`src/cpe_cfg.svh`:
```
// Timing, scaling and code constants of the current to PWM encoder
`ifndef CPE_CFG_SVH
`define CPE_CFG_SVH

// Core clock rate and sampling slot
`define CPE_CLK_HZ       25000000
`define CPE_SLOT_MS      50
`define CPE_LEVELS       1024

// Cycles per ramp step; one ramp period is one sampling slot
`define CPE_STEP_CYCLES  (((`CPE_CLK_HZ / 1000) * `CPE_SLOT_MS) / `CPE_LEVELS)

// Field widths
`define CPE_CODE_W       10
`define CPE_ONES_W       11
`define CPE_SUM_W        21
`define CPE_DIV_W        11
`define CPE_PROD_W       43

// Duty codes: zero current, lower and upper full-scale limits; last ramp step
`define CPE_CODE_ZERO    10'h200
`define CPE_CODE_MIN     10'h02E
`define CPE_CODE_MAX     10'h3D1
`define CPE_RAMP_LAST    10'h3FF

// Fixed-point scaling of the slot sum into a duty code
`define CPE_RECIP_SHIFT  30
`define CPE_RECIP_ONE    32'h40000000
`define CPE_ROUND_HALF   43'h00020000000
`define CPE_CODE_LSB     30
`define CPE_OVF_LSB      40

`endif

```
`src/cpe_pkg.sv`:
```
// Types shared by the current to PWM encoder modules
`include "cpe_cfg.svh"

package cpe_pkg;

   typedef logic [`CPE_CODE_W-1:0] cpe_code_t;
   typedef logic [`CPE_ONES_W-1:0] cpe_ones_t;
   typedef logic [`CPE_SUM_W-1:0]  cpe_sum_t;

   // Top-level operating states
   typedef enum logic [1:0] {
      CPE_ST_STRAP,
      CPE_ST_RUN,
      CPE_ST_HOLD
   } cpe_state_t;

endpackage

```
`src/cpe_link_if.sv`:
```
// Internal carrier between the encoder top, its filter and its PWM stage
`timescale 1ns/10ps
`default_nettype none

interface cpe_link_if;
   logic                step_en;
   logic                half_en;
   logic                run;
   logic                mod_bit;
   cpe_pkg::cpe_ones_t  ones_cnt;
   logic                ones_valid;
   cpe_pkg::cpe_code_t  code;
   logic                code_valid;
   logic                pwm_high;
   logic                ramp_zero;

   modport filt (
      input  step_en,
      input  run,
      input  mod_bit,
      output ones_cnt,
      output ones_valid
   );

   modport pwm (
      input  step_en,
      input  half_en,
      input  run,
      input  code,
      input  code_valid,
      output pwm_high,
      output ramp_zero
   );

   modport ctrl (
      output step_en,
      output half_en,
      output run,
      output mod_bit,
      input  ones_cnt,
      input  ones_valid,
      output code,
      output code_valid,
      input  pwm_high,
      input  ramp_zero
   );
endinterface

`default_nettype wire

```
`src/cpe_filter.sv`:
```
// First decimation stage: counts ones of the density stream per ramp step
`timescale 1ns/10ps
`default_nettype none
`include "cpe_cfg.svh"

module cpe_filter (
   input  wire logic clock,
   input  wire logic rst,
   cpe_link_if.filt  lnk
);

   cpe_pkg::cpe_ones_t cnt_q;
   cpe_pkg::cpe_ones_t cnt_d;
   cpe_pkg::cpe_ones_t total;

   // Running count including the current bit
   assign total = cnt_q + {{(`CPE_ONES_W-1){1'b0}}, lnk.mod_bit};
   assign cnt_d = lnk.step_en ? '0 : total;

   always_ff @(posedge clock) begin
      if (rst || !lnk.run) begin
         cnt_q          <= '0;
         lnk.ones_cnt   <= '0;
         lnk.ones_valid <= 1'b0;
      end else begin
         cnt_q          <= cnt_d;
         lnk.ones_valid <= lnk.step_en;
         if (lnk.step_en) begin
            lnk.ones_cnt <= total;
         end
      end
   end

endmodule

`default_nettype wire

```
`src/cpe_pwm.sv`:
```
// Ramp comparator with half-step extension and wrap-aligned code load
`timescale 1ns/10ps
`default_nettype none
`include "cpe_cfg.svh"

module cpe_pwm (
   input  wire logic clock,
   input  wire logic rst,
   cpe_link_if.pwm   lnk
);

   cpe_pkg::cpe_code_t ramp_q;
   cpe_pkg::cpe_code_t active_q;
   logic               past_half_q;
   logic               above;
   logic               equal;

   assign above = active_q > ramp_q;
   assign equal = active_q == ramp_q;
   assign lnk.ramp_zero = ramp_q == '0;

   // extra half step when code equals ramp
   assign lnk.pwm_high = lnk.run && (above || (equal && !past_half_q));

   // Free-running ramp; wraps every 1024 steps
   always_ff @(posedge clock) begin
      if (rst || !lnk.run) begin
         ramp_q      <= '0;
         past_half_q <= 1'b0;
      end else begin
         if (lnk.step_en) begin
            ramp_q      <= ramp_q + 1'b1;
            past_half_q <= 1'b0;
         end else if (lnk.half_en) begin
            past_half_q <= 1'b1;
         end
      end
   end

   // load only in ramp step zero
   always_ff @(posedge clock) begin
      if (rst || !lnk.run) begin
         active_q <= `CPE_CODE_ZERO;
      end else if (lnk.code_valid && lnk.ramp_zero) begin
         active_q <= lnk.code;
      end
   end

endmodule

`default_nettype wire

```
`src/cpe_top.sv`:
```
// Current to PWM encoder: density stream in, duty-cycle coded current out
`timescale 1ns/10ps
`default_nettype none
`include "cpe_cfg.svh"

module cpe_top #(
   parameter int unsigned STEP_CYCLES = `CPE_STEP_CYCLES
) (
   input  wire logic                 clock,
   input  wire logic                 rst,
   input  wire logic                 mod_bit_in,
   input  wire logic                 low_power_hold_n,
   input  wire logic                 full_scale_10a_in,
   output logic                      pwm_out_q,
   output logic                      running_q,
   output logic                      full_scale_10a_q,
   output cpe_pkg::cpe_code_t        current_code_q,
   output logic                      slot_done_q
);

   // Divider reload points and fixed-point reciprocal of one step
   localparam int unsigned STEP_LAST  = STEP_CYCLES - 1;
   localparam int unsigned HALF_LAST  = (STEP_CYCLES / 2) - 1;
   localparam int unsigned RECIP_I    = (`CPE_RECIP_ONE + (STEP_CYCLES / 2)) / STEP_CYCLES;
   localparam logic [`CPE_DIV_W-1:0]  DIV_LAST  = `CPE_DIV_W'(STEP_LAST);
   localparam logic [`CPE_DIV_W-1:0]  DIV_HALF  = `CPE_DIV_W'(HALF_LAST);
   localparam logic [`CPE_PROD_W-1:0] RECIP     = `CPE_PROD_W'(RECIP_I);

   cpe_link_if lnk ();

   // Pin synchronisers; first stage read only by second
   logic                    mod_s1_q;
   logic                    mod_s2_q;
   logic                    hold_s1_q;
   logic                    hold_s2_q;
   logic                    fs_s1_q;
   logic                    fs_s2_q;

   // Control state
   cpe_pkg::cpe_state_t     state_q;
   cpe_pkg::cpe_state_t     state_d;
   logic                    run;

   // Divider and slot accumulation
   logic [`CPE_DIV_W-1:0]   div_q;
   logic [`CPE_DIV_W-1:0]   div_d;
   logic                    div_wrap;
   logic                    div_half;
   cpe_pkg::cpe_code_t      step_idx_q;
   cpe_pkg::cpe_sum_t       sum_q;
   cpe_pkg::cpe_sum_t       sum_next;
   cpe_pkg::cpe_sum_t       slot_sum_q;
   logic                    slot_end;
   logic                    slot_end_q;

   // Code computation
   cpe_pkg::cpe_code_t      code_d;
   cpe_pkg::cpe_code_t      code_q;
   logic                    code_valid_q;

   // Scale a slot sum to a duty code with rounding and limit clamp
   function automatic cpe_pkg::cpe_code_t scale_code(
      input cpe_pkg::cpe_sum_t          sum,
      input logic [`CPE_PROD_W-1:0]     recip
   );
      logic [`CPE_PROD_W-1:0] prod;
      cpe_pkg::cpe_code_t     raw;
      prod = ({{(`CPE_PROD_W-`CPE_SUM_W){1'b0}}, sum} * recip) + `CPE_ROUND_HALF;
      raw  = prod[`CPE_CODE_LSB +: `CPE_CODE_W];
      if (prod[`CPE_PROD_W-1:`CPE_OVF_LSB] != '0) begin
         raw = `CPE_CODE_MAX;
      end
      if (raw > `CPE_CODE_MAX) begin
         raw = `CPE_CODE_MAX;
      end else if (raw < `CPE_CODE_MIN) begin
         raw = `CPE_CODE_MIN;
      end
      scale_code = raw;
   endfunction

   // Two-stage synchronisers for all pins; not reset, so the strap is valid at release
   always_ff @(posedge clock) begin
      mod_s1_q  <= mod_bit_in;
      mod_s2_q  <= mod_s1_q;
      hold_s1_q <= low_power_hold_n;
      hold_s2_q <= hold_s1_q;
      fs_s1_q   <= full_scale_10a_in;
      fs_s2_q   <= fs_s1_q;
   end

   always_comb begin
      state_d = state_q;
      case (state_q)
         cpe_pkg::CPE_ST_STRAP: begin
            state_d = cpe_pkg::CPE_ST_HOLD;
         end
         cpe_pkg::CPE_ST_RUN: begin
            if (!hold_s2_q) begin
               state_d = cpe_pkg::CPE_ST_HOLD;
            end
         end
         cpe_pkg::CPE_ST_HOLD: begin
            if (hold_s2_q) begin
               state_d = cpe_pkg::CPE_ST_RUN;
            end
         end
         default: begin
            state_d = cpe_pkg::CPE_ST_HOLD;
         end
      endcase
   end

   assign run = state_q == cpe_pkg::CPE_ST_RUN;

   // Strap state lasts one cycle after reset; the unreset synchronisers already hold the pins
   always_ff @(posedge clock) begin
      if (rst) begin
         state_q <= cpe_pkg::CPE_ST_STRAP;
      end else begin
         state_q <= state_d;
      end
   end

   // full-scale option caught once after reset
   always_ff @(posedge clock) begin
      if (rst) begin
         full_scale_10a_q <= 1'b0;
      end else if (state_q == cpe_pkg::CPE_ST_STRAP) begin
         full_scale_10a_q <= fs_s2_q;
      end
   end

   // step divider sets a 20 Hz ramp period
   assign div_wrap = div_q == DIV_LAST;
   assign div_half = div_q == DIV_HALF;
   assign div_d    = div_wrap ? '0 : div_q + 1'b1;

   always_ff @(posedge clock) begin
      if (rst || !run) begin
         div_q <= '0;
      end else begin
         div_q <= div_d;
      end
   end

   // Feed the filter and PWM stage
   assign lnk.step_en    = run && div_wrap;
   assign lnk.half_en    = run && div_half;
   assign lnk.run        = run;
   assign lnk.mod_bit    = mod_s2_q;
   assign lnk.code       = code_q;
   assign lnk.code_valid = code_valid_q;

   // slot is exactly one ramp period
   assign slot_end = lnk.ones_valid && (step_idx_q == `CPE_RAMP_LAST);
   assign sum_next = sum_q + {{(`CPE_SUM_W-`CPE_ONES_W){1'b0}}, lnk.ones_cnt};

   // Second decimation stage: sum of step counts over the slot
   always_ff @(posedge clock) begin
      if (rst || !run) begin
         step_idx_q <= '0;
         sum_q      <= '0;
         slot_sum_q <= '0;
         slot_end_q <= 1'b0;
      end else begin
         slot_end_q <= slot_end;
         if (lnk.ones_valid) begin
            step_idx_q <= step_idx_q + 1'b1;
            sum_q      <= slot_end ? '0 : sum_next;
         end
         if (slot_end) begin
            slot_sum_q <= sum_next;
         end
      end
   end

   // linear duty: code is density times 1024
   // round to nearest to keep the error unbiased
   assign code_d = scale_code(slot_sum_q, RECIP);

   // code of previous slot reaches PWM in next period
   always_ff @(posedge clock) begin
      if (rst || !run) begin
         code_q       <= `CPE_CODE_ZERO;
         code_valid_q <= 1'b0;
      end else begin
         code_valid_q <= slot_end_q;
         if (slot_end_q) begin
            code_q <= code_d;
         end
      end
   end

   cpe_filter u_filter (
      .clock (clock),
      .rst   (rst),
      .lnk   (lnk.filt)
   );

   cpe_pwm u_pwm (
      .clock (clock),
      .rst   (rst),
      .lnk   (lnk.pwm)
   );

   // registered 1024-level PWM; low in shutdown
   always_ff @(posedge clock) begin
      if (rst) begin
         pwm_out_q      <= 1'b0;
         running_q      <= 1'b0;
         current_code_q <= `CPE_CODE_ZERO;
         slot_done_q    <= 1'b0;
      end else begin
         pwm_out_q      <= run && lnk.pwm_high;
         running_q      <= run;
         slot_done_q    <= code_valid_q;
         if (!run) begin
            current_code_q <= `CPE_CODE_ZERO;
         end else if (code_valid_q) begin
            current_code_q <= code_q;
         end
      end
   end

endmodule

`default_nettype wire

```
`config.mk`:
```
export PLATFORM = sky130hd
export DESIGN_NAME = cpe_top
export DESIGN_NICKNAME = d
export VERILOG_FILES = /design/src/cpe_pkg.sv /design/src/cpe_link_if.sv /design/src/cpe_filter.sv /design/src/cpe_pwm.sv /design/src/cpe_top.sv
export VERILOG_INCLUDE_DIRS = /design/src
export SDC_FILE = /design/constraint.sdc
export NUM_CORES = 1
export LEC_CHECK = 0
export ABC_AREA = 1
export BUFFER_PORTS_ARGS = -buffer_cell sky130_fd_sc_hd__buf_2
export CORE_MARGIN = 4
export CORE_UTILIZATION = 50
export CTS_CLUSTER_DIAMETER = 100
export CTS_CLUSTER_SIZE = 14
export DETAILED_ROUTE_END_ITERATION = 8
export PLACE_DENSITY_LB_ADDON = 0.2
export SETUP_SLACK_MARGIN = 0.4
export SYNTH_ARGS = -nofsm -noshare
export SYNTH_HDL_FRONTEND = slang
export SYNTH_SLANG_ARGS = --single-unit
```
`constraint.sdc`:
```
create_clock -name clock -period 6.7 [get_ports clock]
set_clock_uncertainty 0.2 [all_clocks]
set_input_delay 1.34 -clock clock [delete_from_list [all_inputs] [get_ports clock]]
set_output_delay 1.34 -clock clock [all_outputs]
set_load 0.005 [all_outputs]
```
==> flow_summary.toml <==
[status]
status = "finished clean"

[cells_and_area]
multiInputGateArea_um2 = 11390
nets = 2417
fillerInstances = 2635
layout-area-overhead-vs-synth_pct = 18.92
post_route_cells_drive_above_1_share_pct = 20.04
antenna_cells_inserted = 0
register_area_um2 = 2859

[drt]
detail-route-antenna-nets = 0
drcViolationCount = 0
drt-initial-drc-count = 605
drt_pass1_iterations = 5
routed_wire_length_per_instance_um = 14.95
avgViaCountPerCell = 5.026
drt-total-wl_mm = 36.56
routed-via-count = 12290

[die]
initial_core_util_pct = 50.86
floorplan.io_pins = 19
die_width_um = 182.1
floorplan.core_area_um2 = 29800
floorplan.rows = 63
die_y_um = 182.1
design.die.area_um2 = 33150

[placed_design]
post-dp-hpwl_mm = 29.85
gpl_wtd_cong = 0.9407
post-place-ws_ps = -77.37
portBuffers = 18

[global_route]
antenna_found_initial = 0
largest_net_degree_at_the_start_of_global_routing = 67
global_route_overflow = 0
grt_first_pass_wirelength_mm = 60.73
global_route.usage.total_pct = 22.51
grt_pass1_vias = 12310

[sta]
hold_viol_final = 0
setup_total_negative_slack_ps = 0
fmaxAchievable_mhz = 158.0
drv_slew = 0
maxSlewHeadroom_pct = 37.37
finalSetupViolations = 0
fin_ws_ps = 371.9
final_min_period_over_clock_period_pct = 94.45
finalWorstPathRequiredPeriod_ps = 6328
worst_pin_slew_ps = 936.8
rsz_0062_raised_after_global_routing = "true"

[clock_network]
cts_root_buffer = "sky130_fd_sc_hd__clkbuf_16"
h-tree-depth = 4
post_cts_hold_buffer_count = 0
worst_setup_hold_path_clk_slew_ps = 70
cts-buffers-inserted = 17
clk-insertion-delay-late_ps = 430
tritoncts = "yes"
number_of_sinks_driven_by_the_clock_tree = 141
maximum_buffer_depth_of_the_clock_tree = 2

[yosys]
postSynthNetCount = 2319
synthCells = 1945
netlist_area_um2 = 15150
synth_cell_types = 44
ys_seq_area_share_pct = 18.63
synth-seq-cells = 141
synth-main-ff-cell = "sky130_fd_sc_hd__dfxtp_1"
synthesis.area_per_instance_um2 = 7.791
number_of_synthesized_flops_with_an_enable_pin = 0
async_flop_share_pct = 0
ys_warn_count = 0

[pwr]
pwr_density_cell_nw_per_um2 = 103.2
max-vdd-ir-drop_v = 0.0001646
power.leakage_nw = 9.394

[worst_setup_path]
worst-endpoint-required_ps = 6860
timing.critical_path.mode_cell = "sky130_fd_sc_hd__nand2_2"
critical_path.max_fanout = 6
critPathArrivalTime_ps = 6490
worst_setup_path_start_kind = "flip-flop"
worstSetupEndpointType = "flip-flop"
worst_path_max_delay_cell = "sky130_fd_sc_hd__fa_1"
crit_path_max_incr_delay_ps = 560
timing.setup.critical_path_class = "flip-flop to flip-flop"

[flow_run]
max_cap_viol_count = 0

[min_path]
worstHoldPathType = "flip-flop to flip-flop"
[cells in the mapped netlist (4+ instances only)]
cell | count | area share [%]
sky130_fd_sc_hd__ha_1 | 173 | 14
sky130_fd_sc_hd__dfxtp_1 | 141 | 19
sky130_fd_sc_hd__xor2_1 | 21 | 1.2
sky130_fd_sc_hd__o211ai_1 | 4 | 0.20
sky130_fd_sc_hd__nand2_1 | 382 | 9.5
sky130_fd_sc_hd__o21ai_0 | 69 | 2.3
sky130_fd_sc_hd__inv_1 | 490 | 12
sky130_fd_sc_hd__nand3_1 | 69 | 2.3
sky130_fd_sc_hd__nor2_4 | 4 | 0.30
sky130_fd_sc_hd__a21oi_1 | 120 | 4.0
sky130_fd_sc_hd__nor3_1 | 19 | 0.63
sky130_fd_sc_hd__nand2_2 | 18 | 0.74
sky130_fd_sc_hd__xnor2_1 | 13 | 0.75
sky130_fd_sc_hd__nor2_1 | 128 | 3.2
sky130_fd_sc_hd__fa_1 | 196 | 26
sky130_fd_sc_hd__nor2_2 | 5 | 0.21
sky130_fd_sc_hd__buf_1 | 6 | 0.15
sky130_fd_sc_hd__o21a_1 | 4 | 0.20
sky130_fd_sc_hd__nor4_1 | 11 | 0.45
sky130_fd_sc_hd__nand4_1 | 13 | 0.54
sky130_fd_sc_hd__clkbuf_1 | 19 | 0.47
[kinds of logic (layout without fill, tap and decap cells)]
family | count (synthesis) | in the layout | synth area share (%)
DFF | 141 | 141 | 18.63
and+or+nand+nor | 664 | 665 | 18.63
AOI/OAI and AO/OA | 218 | 218 | 7.638
buffers and inverters | 519 | 629 | 12.96
adders and majority gates | 369 | 369 | 40.18
xor gates and xnor gates | 34 | 34 | 1.965
[power by group]
group	switching, mW	leakage (nW)	internal [mW]
clock network	0.433	0.307	0.572
registers	0.00175	1.15	0.839
logic	0.00988	7.94	0.00375
total	0.445	9.39	1.42
[state kept, by name, summed over array words and instances (netlist names), 11 cells and up]
| name | cells |
|---|---|
| slot_sum_q | 21 |
| sum_q | 21 |
| u_filter.lnk.ones_cnt | 11 |
| u_filter.cnt_q | 11 |
| div_q | 11 |
[path summary, 6_finish.rpt]
| check | startpoint | end | slack, ps | cells past startpoint |
|---|---|---|---|---|
| worst max-delay path | slot_sum_q[17] | code_q[2] | 370 | 35 |
| worst min register to register | fs_s1_q | fs_s2_q | 130 | 0 |
| worst max register to register | slot_sum_q[17] | code_q[2] | 370 | 35 |
| worst min-delay path | fs_s1_q | fs_s2_q | 130 | 0 |
[area by class of cell]
cell class / instances / share of cell area [%]
clock buffer: 17 / 2.361
inverter: 491 / 10.39
timing repair buffer: 106 / 4.381
sequential: 141 / 15.86
tap: 390 / 2.708
multi-input combinational: 1286 / 63.21
clock inverter: 15 / 1.090
[metrics by stage]
stage               instances  instance area (um^2)  util, %  hold slack (ps)  total power, mW
floorplan                1945                 15150        -            109.6           0.8702
global placement         2391                 16110    54.06            110.3           0.8757
detailed placement       2391                 16110    54.06            112.1           0.8760
CTS                      2435                 17550    58.90            129.2            1.878
global route             2446                 18020    60.48            141.4            1.921
finish                   2446                 18020    60.48            128.2            1.860
[worst max-delay path: cells and delay by family, from the launching register on]
| kind | cells | cell delay (ps) |
|---|---|---|
| fa+ha+maj | 8 | 3220 |
| simple gates | 16 | 1510 |
| buf+inv | 8 | 590 |
| compound gates | 3 | 370 |
| flops | 1 | 360 |
[metal layers]
metal  vias up  share of wire (%)  routed length, um  GRT usage [%]
li1       6134                  -                  -              -
met1      5885                 46              16730          31.20
met2       245                 49              17970          38.43
met3        30                3.9               1443          3.129
met4         0                1.2                422          3.753
met5         -                  0                  0              0
[layout by cell type, fill, tap and decap left out, drive strengths merged, types with 13 or more instances in the layout]
cell type  synthesis  routed
a21oi            121     121
buf                8     106
clkbuf            20      17
dfxtp            141     141
fa               196     196
ha               173     173
inv              491     499
nand2            402     403
nand3             71      71
nand4             14      14
nor2             137     137
nor3              21      21
o21ai             72      72
xnor2             13      13
xor2              21      21
[repair_timing]
action | CTS | global route
buffers inserted | 11 | 11
gates resized for setup | 195 | 114
setup endpoints to repair | 10 | 10
pin swaps | 133 | 85
gates cloned | 1 | 0
(Power assumes the default switching activity.)
